$ cat src/design/tps_pkg.sv
// Purpose: Shared constants and types for test port pin sharing
// Assumes: Test pins are sampled by ref_clk, far slower than it (125 ns period)
// Notes:   Tap state codes, register layout and timing counts are named here
//
// What this block does
// RULE_01: Tap controller follows standard boundary-scan state walk and mode-select meaning.
// RULE_02: Scan is run through mode select, data in, clock, data out, optional reset.
// RULE_03: Two pin-sharing modes, dedicated and flexible; flexible is the default.
// RULE_04: Dedicated mode keeps clock, data-in and data-out pins away from user logic.
// RULE_05: Dedicated mode turns on pull-ups on mode-select and data-in pins.
// RULE_06: Flexible mode turns off pull-ups on mode-select and data-in pins.
// RULE_07: Tap controller steers only on mode select and test clock; resets to reset state.
// RULE_08: Flexible mode, controller in reset state: shared pins serve user I/O.
// RULE_09: Flexible mode: mode select low at first rising clock edge claims pins for test.
// RULE_10: Flexible mode: mode select high five clock cycles returns pins to user.
// RULE_11: External tester keeps mode select high when idle, low to start testing.
// RULE_12: Dedicated-or-flexible choice is static, caught once after reset.
// RULE_13: User I/O passes user data and enables; in test the tap drives data out.

package tps_pkg;

	// ************************************************************
	// Tap controller states, Gray steps along the usual walk
	// ************************************************************
	typedef enum logic [3:0] {
		TPS_TLR    = 4'h0,
		TPS_RTI    = 4'h1,
		TPS_SEL_DR = 4'h3,
		TPS_CAP_DR = 4'h2,
		TPS_SH_DR  = 4'h6,
		TPS_EX1_DR = 4'h7,
		TPS_PA_DR  = 4'h5,
		TPS_EX2_DR = 4'h4,
		TPS_UPD_DR = 4'hC,
		TPS_SEL_IR = 4'hD,
		TPS_CAP_IR = 4'hF,
		TPS_SH_IR  = 4'hE,
		TPS_EX1_IR = 4'hA,
		TPS_PA_IR  = 4'hB,
		TPS_EX2_IR = 4'h9,
		TPS_UPD_IR = 4'h8
	} tps_state_t;

	// ************************************************************
	// Instruction and data register layout
	// ************************************************************
	localparam int          IR_W        = 2;
	localparam int          DR_W        = 32;
	localparam logic [1:0]  IR_BYPASS   = 2'h3;
	localparam logic [1:0]  IR_IDCODE   = 2'h1;
	localparam logic [1:0]  IR_CAPTURE  = 2'h1;
	localparam logic [31:0] DR_RESET    = 32'h0000_0000;

	// ************************************************************
	// Timing counts
	// ************************************************************
	localparam int          SYNC_STAGES = 2;
	localparam logic [2:0]  TMS_HIGH_N  = 3'h5;
	localparam logic [2:0]  TMS_CNT_MAX = 3'h7;

endpackage : tps_pkg

$ cat src/design/tps_sync.sv
// Purpose: Two-flop synchroniser for a bundle of asynchronous levels
// Assumes: Each bit is an independent slow level
// Notes:   Only the second stage leaves this module

module tps_sync #(
	parameter int          W       = 1,
	parameter logic [31:0] RST_VAL = 32'h0000_0000
) (
	input  wire logic         clk,    // Sampling clock
	input  wire logic         rst_b,  // Async reset, active low
	input  wire logic [W-1:0] d,      // Asynchronous levels
	output logic      [W-1:0] q       // Synchronised levels
);

	logic [W-1:0] meta_ff;

	always_ff @(posedge clk or negedge rst_b) begin
		if (!rst_b) begin
			meta_ff <= RST_VAL[W-1:0];
			q       <= RST_VAL[W-1:0];
		end else begin
			meta_ff <= d;
			q       <= meta_ff;
		end
	end

endmodule : tps_sync

$ cat src/design/tps_pin_share.sv
// Purpose: Tap controller and pin-sharing logic for the shared test pins
// Assumes: Test clock is sampled by ref_clk; test pins are slow and asynchronous
// Notes:   Pad outputs and user-side inputs are registered, one cycle late

module tps_pin_share #(
	parameter logic [31:0] ID_VALUE = 32'h1234_5679,  // Arbitrary identity value
	parameter bit          HAS_TRST = 1'b1
) (
	input  wire logic ref_clk,        // Block clock, 100 MHz
	input  wire logic rst_b,          // Async reset, active low
	input  wire logic cfg_dedicated,  // Static mode choice, 1 = dedicated
	input  wire logic tms_pad_i,      // Mode select pin
	input  wire logic trst_b_pad_i,   // Optional test reset pin, active low
	input  wire logic tck_pad_i,      // Test clock pin level
	output logic      tck_pad_o,      // Test clock pin drive value
	output logic      tck_pad_oe,     // Test clock pin drive enable
	input  wire logic tdi_pad_i,      // Test data in pin level
	output logic      tdi_pad_o,      // Test data in pin drive value
	output logic      tdi_pad_oe,     // Test data in pin drive enable
	input  wire logic tdo_pad_i,      // Test data out pin level
	output logic      tdo_pad_o,      // Test data out pin drive value
	output logic      tdo_pad_oe,     // Test data out pin drive enable
	output logic      tms_pu_en,      // Mode select pull-up enable
	output logic      tdi_pu_en,      // Data in pull-up enable
	input  wire logic usr_tck_o,      // User drive value for clock pin
	input  wire logic usr_tck_oe,     // User drive enable for clock pin
	output logic      usr_tck_i,      // Clock pin level seen by user
	input  wire logic usr_tdi_o,      // User drive value for data-in pin
	input  wire logic usr_tdi_oe,     // User drive enable for data-in pin
	output logic      usr_tdi_i,      // Data-in pin level seen by user
	input  wire logic usr_tdo_o,      // User drive value for data-out pin
	input  wire logic usr_tdo_oe,     // User drive enable for data-out pin
	output logic      usr_tdo_i,      // Data-out pin level seen by user
	output logic      test_active     // Shared pins belong to the tap
);

	// ************************************************************
	// Reset release and pin synchronisers
	// ************************************************************
	logic [1:0] rst_pipe_ff;
	logic       rst_sync_b;
	logic [4:0] pins_s;
	logic       tck_s;
	logic       tms_s;
	logic       tdi_s;
	logic       trst_s;
	logic       tdo_s;
	logic       tck_d_ff;
	logic       tck_rise;
	logic       tck_fall;

	always_ff @(posedge ref_clk or negedge rst_b) begin
		if (!rst_b) begin
			rst_pipe_ff <= 2'h0;
		end else begin
			rst_pipe_ff <= {rst_pipe_ff[0], 1'b1};
		end
	end
	assign rst_sync_b = rst_pipe_ff[1];

	tps_sync #(
		.W       (5),
		.RST_VAL (32'h0000_0018)
	) u_pin_sync (
		.clk   (ref_clk),
		.rst_b (rst_sync_b),
		.d     ({trst_b_pad_i, tms_pad_i, tdo_pad_i, tdi_pad_i, tck_pad_i}),
		.q     (pins_s)
	);
	assign tck_s  = pins_s[0];
	assign tdi_s  = pins_s[1];
	assign tdo_s  = pins_s[2];
	assign tms_s  = pins_s[3];
	assign trst_s = pins_s[4] | ~HAS_TRST;

	always_ff @(posedge ref_clk or negedge rst_sync_b) begin
		if (!rst_sync_b) begin
			tck_d_ff <= 1'b0;
		end else begin
			tck_d_ff <= tck_s;
		end
	end
	assign tck_rise = tck_s & ~tck_d_ff;
	assign tck_fall = ~tck_s & tck_d_ff;

	// ************************************************************
	// Static mode capture
	// ************************************************************
	logic cfg_done_ff;
	logic dedicated_ff;
	logic nxt_cfg_done;
	logic nxt_dedicated;

	always_comb begin
		nxt_cfg_done  = 1'b1;
		nxt_dedicated = cfg_done_ff ? dedicated_ff : cfg_dedicated;  // RULE_12
	end

	always_ff @(posedge ref_clk or negedge rst_sync_b) begin
		if (!rst_sync_b) begin
			cfg_done_ff  <= 1'b0;
			dedicated_ff <= 1'b0;  // RULE_03
		end else begin
			cfg_done_ff  <= nxt_cfg_done;
			dedicated_ff <= nxt_dedicated;
		end
	end

	// ************************************************************
	// Tap controller
	// ************************************************************
	tps_pkg::tps_state_t            state_ff;
	tps_pkg::tps_state_t            nxt_state;
	logic [tps_pkg::IR_W-1:0]       ir_ff;
	logic [tps_pkg::IR_W-1:0]       nxt_ir;
	logic [tps_pkg::IR_W-1:0]       ir_sr_ff;
	logic [tps_pkg::IR_W-1:0]       nxt_ir_sr;
	logic [tps_pkg::DR_W-1:0]       dr_sr_ff;
	logic [tps_pkg::DR_W-1:0]       nxt_dr_sr;
	logic                           tdo_ff;
	logic                           nxt_tdo;
	logic                           tdo_en_ff;
	logic                           nxt_tdo_en;

	function automatic tps_pkg::tps_state_t tap_next(input tps_pkg::tps_state_t s,
		input logic m);
		case (s)
			tps_pkg::TPS_TLR:    tap_next = m ? tps_pkg::TPS_TLR    : tps_pkg::TPS_RTI;
			tps_pkg::TPS_RTI:    tap_next = m ? tps_pkg::TPS_SEL_DR : tps_pkg::TPS_RTI;
			tps_pkg::TPS_SEL_DR: tap_next = m ? tps_pkg::TPS_SEL_IR : tps_pkg::TPS_CAP_DR;
			tps_pkg::TPS_CAP_DR: tap_next = m ? tps_pkg::TPS_EX1_DR : tps_pkg::TPS_SH_DR;
			tps_pkg::TPS_SH_DR:  tap_next = m ? tps_pkg::TPS_EX1_DR : tps_pkg::TPS_SH_DR;
			tps_pkg::TPS_EX1_DR: tap_next = m ? tps_pkg::TPS_UPD_DR : tps_pkg::TPS_PA_DR;
			tps_pkg::TPS_PA_DR:  tap_next = m ? tps_pkg::TPS_EX2_DR : tps_pkg::TPS_PA_DR;
			tps_pkg::TPS_EX2_DR: tap_next = m ? tps_pkg::TPS_UPD_DR : tps_pkg::TPS_SH_DR;
			tps_pkg::TPS_UPD_DR: tap_next = m ? tps_pkg::TPS_SEL_DR : tps_pkg::TPS_RTI;
			tps_pkg::TPS_SEL_IR: tap_next = m ? tps_pkg::TPS_TLR    : tps_pkg::TPS_CAP_IR;
			tps_pkg::TPS_CAP_IR: tap_next = m ? tps_pkg::TPS_EX1_IR : tps_pkg::TPS_SH_IR;
			tps_pkg::TPS_SH_IR:  tap_next = m ? tps_pkg::TPS_EX1_IR : tps_pkg::TPS_SH_IR;
			tps_pkg::TPS_EX1_IR: tap_next = m ? tps_pkg::TPS_UPD_IR : tps_pkg::TPS_PA_IR;
			tps_pkg::TPS_PA_IR:  tap_next = m ? tps_pkg::TPS_EX2_IR : tps_pkg::TPS_PA_IR;
			tps_pkg::TPS_EX2_IR: tap_next = m ? tps_pkg::TPS_UPD_IR : tps_pkg::TPS_SH_IR;
			default:             tap_next = m ? tps_pkg::TPS_SEL_DR : tps_pkg::TPS_RTI;
		endcase
	endfunction : tap_next

	always_comb begin
		nxt_state  = state_ff;
		nxt_ir     = ir_ff;
		nxt_ir_sr  = ir_sr_ff;
		nxt_dr_sr  = dr_sr_ff;
		nxt_tdo    = tdo_ff;
		nxt_tdo_en = tdo_en_ff;
		if (!trst_s) begin
			nxt_state  = tps_pkg::TPS_TLR;  // RULE_02
			nxt_ir     = tps_pkg::IR_IDCODE;
			nxt_tdo_en = 1'b0;
		end else if (tck_rise) begin
			nxt_state = tap_next(state_ff, tms_s);  // RULE_01 RULE_07 RULE_09 RULE_10
			case (state_ff)
				tps_pkg::TPS_TLR: begin
					nxt_ir = tps_pkg::IR_IDCODE;
				end
				tps_pkg::TPS_CAP_DR: begin
					nxt_dr_sr = (ir_ff == tps_pkg::IR_IDCODE) ? ID_VALUE : tps_pkg::DR_RESET;
				end
				tps_pkg::TPS_SH_DR: begin
					if (ir_ff == tps_pkg::IR_IDCODE) begin
						nxt_dr_sr = {tdi_s, dr_sr_ff[tps_pkg::DR_W-1:1]};
					end else begin
						nxt_dr_sr = {dr_sr_ff[tps_pkg::DR_W-1:1], tdi_s};
					end
				end
				tps_pkg::TPS_CAP_IR: begin
					nxt_ir_sr = tps_pkg::IR_CAPTURE;
				end
				tps_pkg::TPS_SH_IR: begin
					nxt_ir_sr = {tdi_s, ir_sr_ff[tps_pkg::IR_W-1:1]};
				end
				tps_pkg::TPS_UPD_IR: begin
					nxt_ir = ir_sr_ff;
				end
				default: begin
					nxt_ir = ir_ff;
				end
			endcase
		end else if (tck_fall) begin
			nxt_tdo    = (state_ff == tps_pkg::TPS_SH_IR) ? ir_sr_ff[0] : dr_sr_ff[0];  // RULE_13
			nxt_tdo_en = (state_ff == tps_pkg::TPS_SH_IR) || (state_ff == tps_pkg::TPS_SH_DR);
		end
	end

	always_ff @(posedge ref_clk or negedge rst_sync_b) begin
		if (!rst_sync_b) begin
			state_ff  <= tps_pkg::TPS_TLR;  // RULE_07
			ir_ff     <= tps_pkg::IR_IDCODE;
			ir_sr_ff  <= tps_pkg::IR_CAPTURE;
			dr_sr_ff  <= tps_pkg::DR_RESET;
			tdo_ff    <= 1'b0;
			tdo_en_ff <= 1'b0;
		end else begin
			state_ff  <= nxt_state;
			ir_ff     <= nxt_ir;
			ir_sr_ff  <= nxt_ir_sr;
			dr_sr_ff  <= nxt_dr_sr;
			tdo_ff    <= nxt_tdo;
			tdo_en_ff <= nxt_tdo_en;
		end
	end

	// Dedicated pins always serve the tap; flexible ones only outside reset state
	// Strap is used live until captured, so no user cycle leaks out after reset
	assign test_active = nxt_dedicated | (state_ff != tps_pkg::TPS_TLR);  // RULE_04 RULE_08

	// ************************************************************
	// Pad and user-side outputs
	// ************************************************************
	logic [9:0] pad_ff;
	logic [9:0] nxt_pad;

	always_comb begin
		nxt_pad[0] = test_active ? 1'b0 : usr_tck_o;       // RULE_13 RULE_04
		nxt_pad[1] = test_active ? 1'b0 : usr_tck_oe;
		nxt_pad[2] = test_active ? 1'b0 : usr_tdi_o;
		nxt_pad[3] = test_active ? 1'b0 : usr_tdi_oe;
		nxt_pad[4] = test_active ? tdo_ff    : usr_tdo_o;  // RULE_13
		nxt_pad[5] = test_active ? tdo_en_ff : usr_tdo_oe;
		nxt_pad[6] = test_active ? 1'b0 : tck_s;           // RULE_08
		nxt_pad[7] = test_active ? 1'b0 : tdi_s;
		nxt_pad[8] = test_active ? 1'b0 : tdo_s;
		nxt_pad[9] = dedicated_ff;                         // RULE_05 RULE_06
	end

	always_ff @(posedge ref_clk or negedge rst_sync_b) begin
		if (!rst_sync_b) begin
			pad_ff <= 10'h000;
		end else begin
			pad_ff <= nxt_pad;
		end
	end

	assign tck_pad_o  = pad_ff[0];
	assign tck_pad_oe = pad_ff[1];
	assign tdi_pad_o  = pad_ff[2];
	assign tdi_pad_oe = pad_ff[3];
	assign tdo_pad_o  = pad_ff[4];
	assign tdo_pad_oe = pad_ff[5];
	assign usr_tck_i  = pad_ff[6];
	assign usr_tdi_i  = pad_ff[7];
	assign usr_tdo_i  = pad_ff[8];
	assign tms_pu_en  = pad_ff[9];
	assign tdi_pu_en  = pad_ff[9];

	// ************************************************************
	// Checks
	// ************************************************************
	logic [2:0] tms_hi_cnt_ff;

	always_ff @(posedge ref_clk or negedge rst_sync_b) begin
		if (!rst_sync_b) begin
			tms_hi_cnt_ff <= 3'h0;
		end else if (tck_rise && !tms_s) begin
			tms_hi_cnt_ff <= 3'h0;
		end else if (tck_rise && tms_hi_cnt_ff != tps_pkg::TMS_CNT_MAX) begin
			tms_hi_cnt_ff <= tms_hi_cnt_ff + 3'h1;
		end
	end
endmodule : tps_pin_share

$ cat config.mk
export PLATFORM = sky130hd
export DESIGN_NAME = tps_pin_share
export DESIGN_NICKNAME = d
export VERILOG_FILES = /design/src/design/tps_pkg.sv /design/src/design/tps_sync.sv /design/src/design/tps_pin_share.sv
export SDC_FILE = /design/constraint.sdc
export NUM_CORES = 1
export LEC_CHECK = 0
export BUFFER_PORTS_ARGS = -buffer_cell sky130_fd_sc_hd__buf_4
export CAP_MARGIN = 10
export CORE_MARGIN = 5
export CORE_UTILIZATION = 42
export DETAILED_ROUTE_END_ITERATION = 10
export PLACE_DENSITY = 0.66
export SYNTH_ARGS = -nofsm -noshare
export SYNTH_HDL_FRONTEND = slang
export SYNTH_SLANG_ARGS = --single-unit
$ cat constraint.sdc
create_clock -name ref_clk -period 4.2 [get_ports ref_clk]
set_input_delay 0.84 -clock ref_clk [delete_from_list [all_inputs] [get_ports ref_clk]]
set_output_delay 0.84 -clock ref_clk [all_outputs]
set_load 0.02 [all_outputs]
==> key figures <==
Synth
  • Synth Area in Compound Gates: 17.6%
  • Yosys warns: 0
  • Post-Synthesis Cell Area: 2800 um2
  • Asr flop ratio synth: 100%
  • Post-Synth Simple-Gate Area: 15.6%
  • Largest cells by area after synthesis: dfrtp_1 (55%), dfstp_2 (5.6%), a22o_1 (5.3%), a21oi_1 (3.9%), nor2_1 (2.9%)
  • Synth Area in XOR/XNOR: 0%
  • Cell type with the highest aggregate area in the netlist: dfrtp_1
  • Top FF cell, synth: dfrtp_1
  • Synthesized-area fraction occupied by adder cells: 0%
  • Yosys reg bits: 67
  • Post-synthesis cell count: 242
  • Syn avg cell area: 11.6 um2
  • Top-area cell type share of the netlist area: 54.5%
  • Post-synth EDFFs: 0
  • Seq/Total Area, Yosys: 60.1%
  • Yosys cell types: 45
  • Mux cell area share after synthesis: 2.32%
  • Largest family of logic cells by synthesized area: compound AO/OA/AOI/OAI gates

Critical path
  • CP Capture Type: primary output
  • Largest fanout on the critical path: 18
  • CP Cell Sequence: or2_2 -> nor4_4 -> inv_1 -> buf_4
  • WS Path Type: flip-flop to primary output
  • Req. time, crit path: 3.36 ns
  • Reg2reg start: state_ff[3]$_DFFE_PN0P_
  • Critical Path End: test_active
  • Crit path depth: 4
  • R2r setup slk: 1.99 ns
  • Slowest CP cell: dfrtp_1
  • Worst reg-to-reg path cell count: 4
  • Arr. time, crit path: 1.99 ns
  • CP bufs+invs: 2
  • Reg2reg end: dr_sr_ff[21]$_DFFE_PN0P_
  • Origin of the worst setup path: state_ff[1]$_DFFE_PN0P_
  • CP Launch Type: flip-flop
  • Max stage delay on crit path: 0.56 ns
  • Top delay family on crit path: simple AND/OR/NAND/NOR gates

Clocking
  • Clk sinks: 67
  • CTS tree: built
  • CTS buffer count: 9
  • Insertion delay to the later sink of the worst-skew pair: 0.35 ns
  • Clock root buffer: clkbuf_8
  • Post-CTS setup buffers: 0
  • H-tree depth: 3
  • Post-cts sizing count: 0
  • Clock slew at reported path FFs: 0.07 ns
  • Clk buf depth: 2
  • Hold bufs inserted after CTS: 0

GRT
  • Initial antenna violation count: 0
  • Grt met2 use: 18.0%
  • Total congestion overflow: 0
  • Gr usage total: 13.2%
  • Top Usage Layer GRT: met1
  • Met3 GRT Util: 4.34%
  • Largest net degree at the start of global routing: 57
  • Met1 usage: 18.8%
  • Vias in the first global route: 1,778
  • Global-route wire length before repair: 8710 um

Timing
  • RSZ-0062 raised after global routing: no
  • Clock skew: 0.0102 ns
  • Slew HR: 48.3%
  • Min Tclk post-route: 2.83 ns
  • Hold_ws: 0.111 ns
  • Worst Max-Slew Pin Slew: 0.776 ns
  • Total negative slack: 0 ns
  • # setup viols final: 0
  • Pins over their slew limit: 0
  • Final Hold Viols: 0
  • Max Fclk: 354 MHz
  • Period utilisation layout: 67.3%

Placed design
  • IO Port Bufs: 25
  • Post-DP HPWL: 3140 um
  • Placer Congestion: 0.808

Floorplan
  • I/O pin count: 26
  • Die W: 91.7 um
  • Initial cell density of the core: 43.6%
  • Die height: 91.7 um
  • Rows: 29
  • Placeable Area: 6420 um2
  • DIE AREA: 8400 um2

Routing
  • 1st-iter DRT viols: 222
  • Pre-antenna DRT Iters: 4
  • Routed Antenna Nets: 0
  • Total Wirelength: 5090 um
  • # DRC: 0
  • Vias: 1,848
  • Avg WL per Cell: 14.9 um
  • Via density: 5.40

Hold path
  • Hold WC Path Type: flip-flop to asynchronous set/reset pin

Final layout
  • Antenna diodes: 0
  • Nets: 274
  • Layout cells sized above 1: 23.8%
  • Layout area overhead: 13.6%

Status
  • Status: complete, no violations

Job
  • Max-Cap Viols: 0

Pwr
  • Max IR drop VDD: 0.184 mV
  • Leak: 1.43 nW
  • Pwr Total: 1.42 mW
  • Pwr per Cell Area: 447 nW/um2
==> cells in the mapped netlist (all sizes together), types with 6 or more instances <==
cell type / instances
nand2: 9
nor2: 24
clkbuf: 9
dfrtp: 61
a22o: 17
and2: 6
o21ai: 16
dfstp: 6
nand2b: 7
a21oi: 22
buf: 11
==> cell type report <==
cell class,count,area (um2)
Timing Repair Buffer,26,195
Multi-Input combinational cell,154,1000
Clock buffer,11,141
Tap cell,77,96.3
Sequential cell,67,1690
Clock inverter,5,52.6
Fill cell,580,3240
Inverter,2,7.51
==> metrics by stage <==
stage / area (um2) / setup slack, ns / cells / utilization (%)
after CTS: 3180 / 1.34 / 342 / 49.5
final: 3180 / 1.37 / 342 / 49.5
after global placement: 2990 / 1.43 / 326 / 46.5
after global routing: 3180 / 1.20 / 342 / 49.5
after floorplan: 2800 / 1.71 / 243 / -
after detailed placement: 2990 / 1.39 / 326 / 46.5
==> flip-flops by register name, indices dropped and copies added (netlist names), 2 cells and up <==
signal              count
ir_ff                   2
u_pin_sync.meta_ff      5
state_ff                4
rst_pipe_ff             2
ir_sr_ff                2
dr_sr_ff               32
u_pin_sync.q            5
pad_ff                 10
==> metal layers <==
layer	wire length, um	vias up
li1	-	890
met1	2460	906
met2	2260	41
met3	261	11
met4	113	0
met5	0	-
==> how the worst min path moves through the flow <==
stage                                         from                         endpoint  slack [ns]  cells after the start
after floorplan           rst_pipe_ff[0]$_DFF_PN0_         rst_pipe_ff[1]$_DFF_PN0_        0.33                      0
after global placement    rst_pipe_ff[1]$_DFF_PN0_  u_pin_sync.meta_ff[1]$_DFF_PN0_        0.11                      0
after detailed placement  rst_pipe_ff[1]$_DFF_PN0_  u_pin_sync.meta_ff[1]$_DFF_PN0_        0.11                      0
after CTS                 rst_pipe_ff[1]$_DFF_PN0_  u_pin_sync.meta_ff[1]$_DFF_PN0_        0.12                      0
after global routing      rst_pipe_ff[1]$_DFF_PN0_  u_pin_sync.meta_ff[1]$_DFF_PN0_        0.14                      0
final                     rst_pipe_ff[1]$_DFF_PN0_         dr_sr_ff[13]$_DFFE_PN0P_        0.11                      0
==> cells by family (layout without fill, tap and decap cells) <==
kind of cell / Yosys count / in the layout
other: 1 / 2
and+or+nand+nor: 75 / 75
muxes: 6 / 6
AOI/OAI and AO/OA: 71 / 71
buffers and inverters: 22 / 44
DFF: 67 / 67
==> placed cells by master, fill, tap and decap left out, types with 6 or more instances in the layout <==
cell type  instances
nand2b_1           7
a22o_1            17
buf_4             26
dfstp_2            6
and2_1             6
a21oi_1           22
dfrtp_1           60
clkbuf_8          10
nor2_1            22
o21ai_0           16
nand2_1            9
==> where the power goes <==
part / leakage, nW / internal [mW] / switching, mW
combinational: 0.469 / 0.0709 / 0.0814
clock: 0.0991 / 0.287 / 0.233
sequential: 0.863 / 0.705 / 0.0429
No activity file was read; power rests on OpenSTA's default activity.
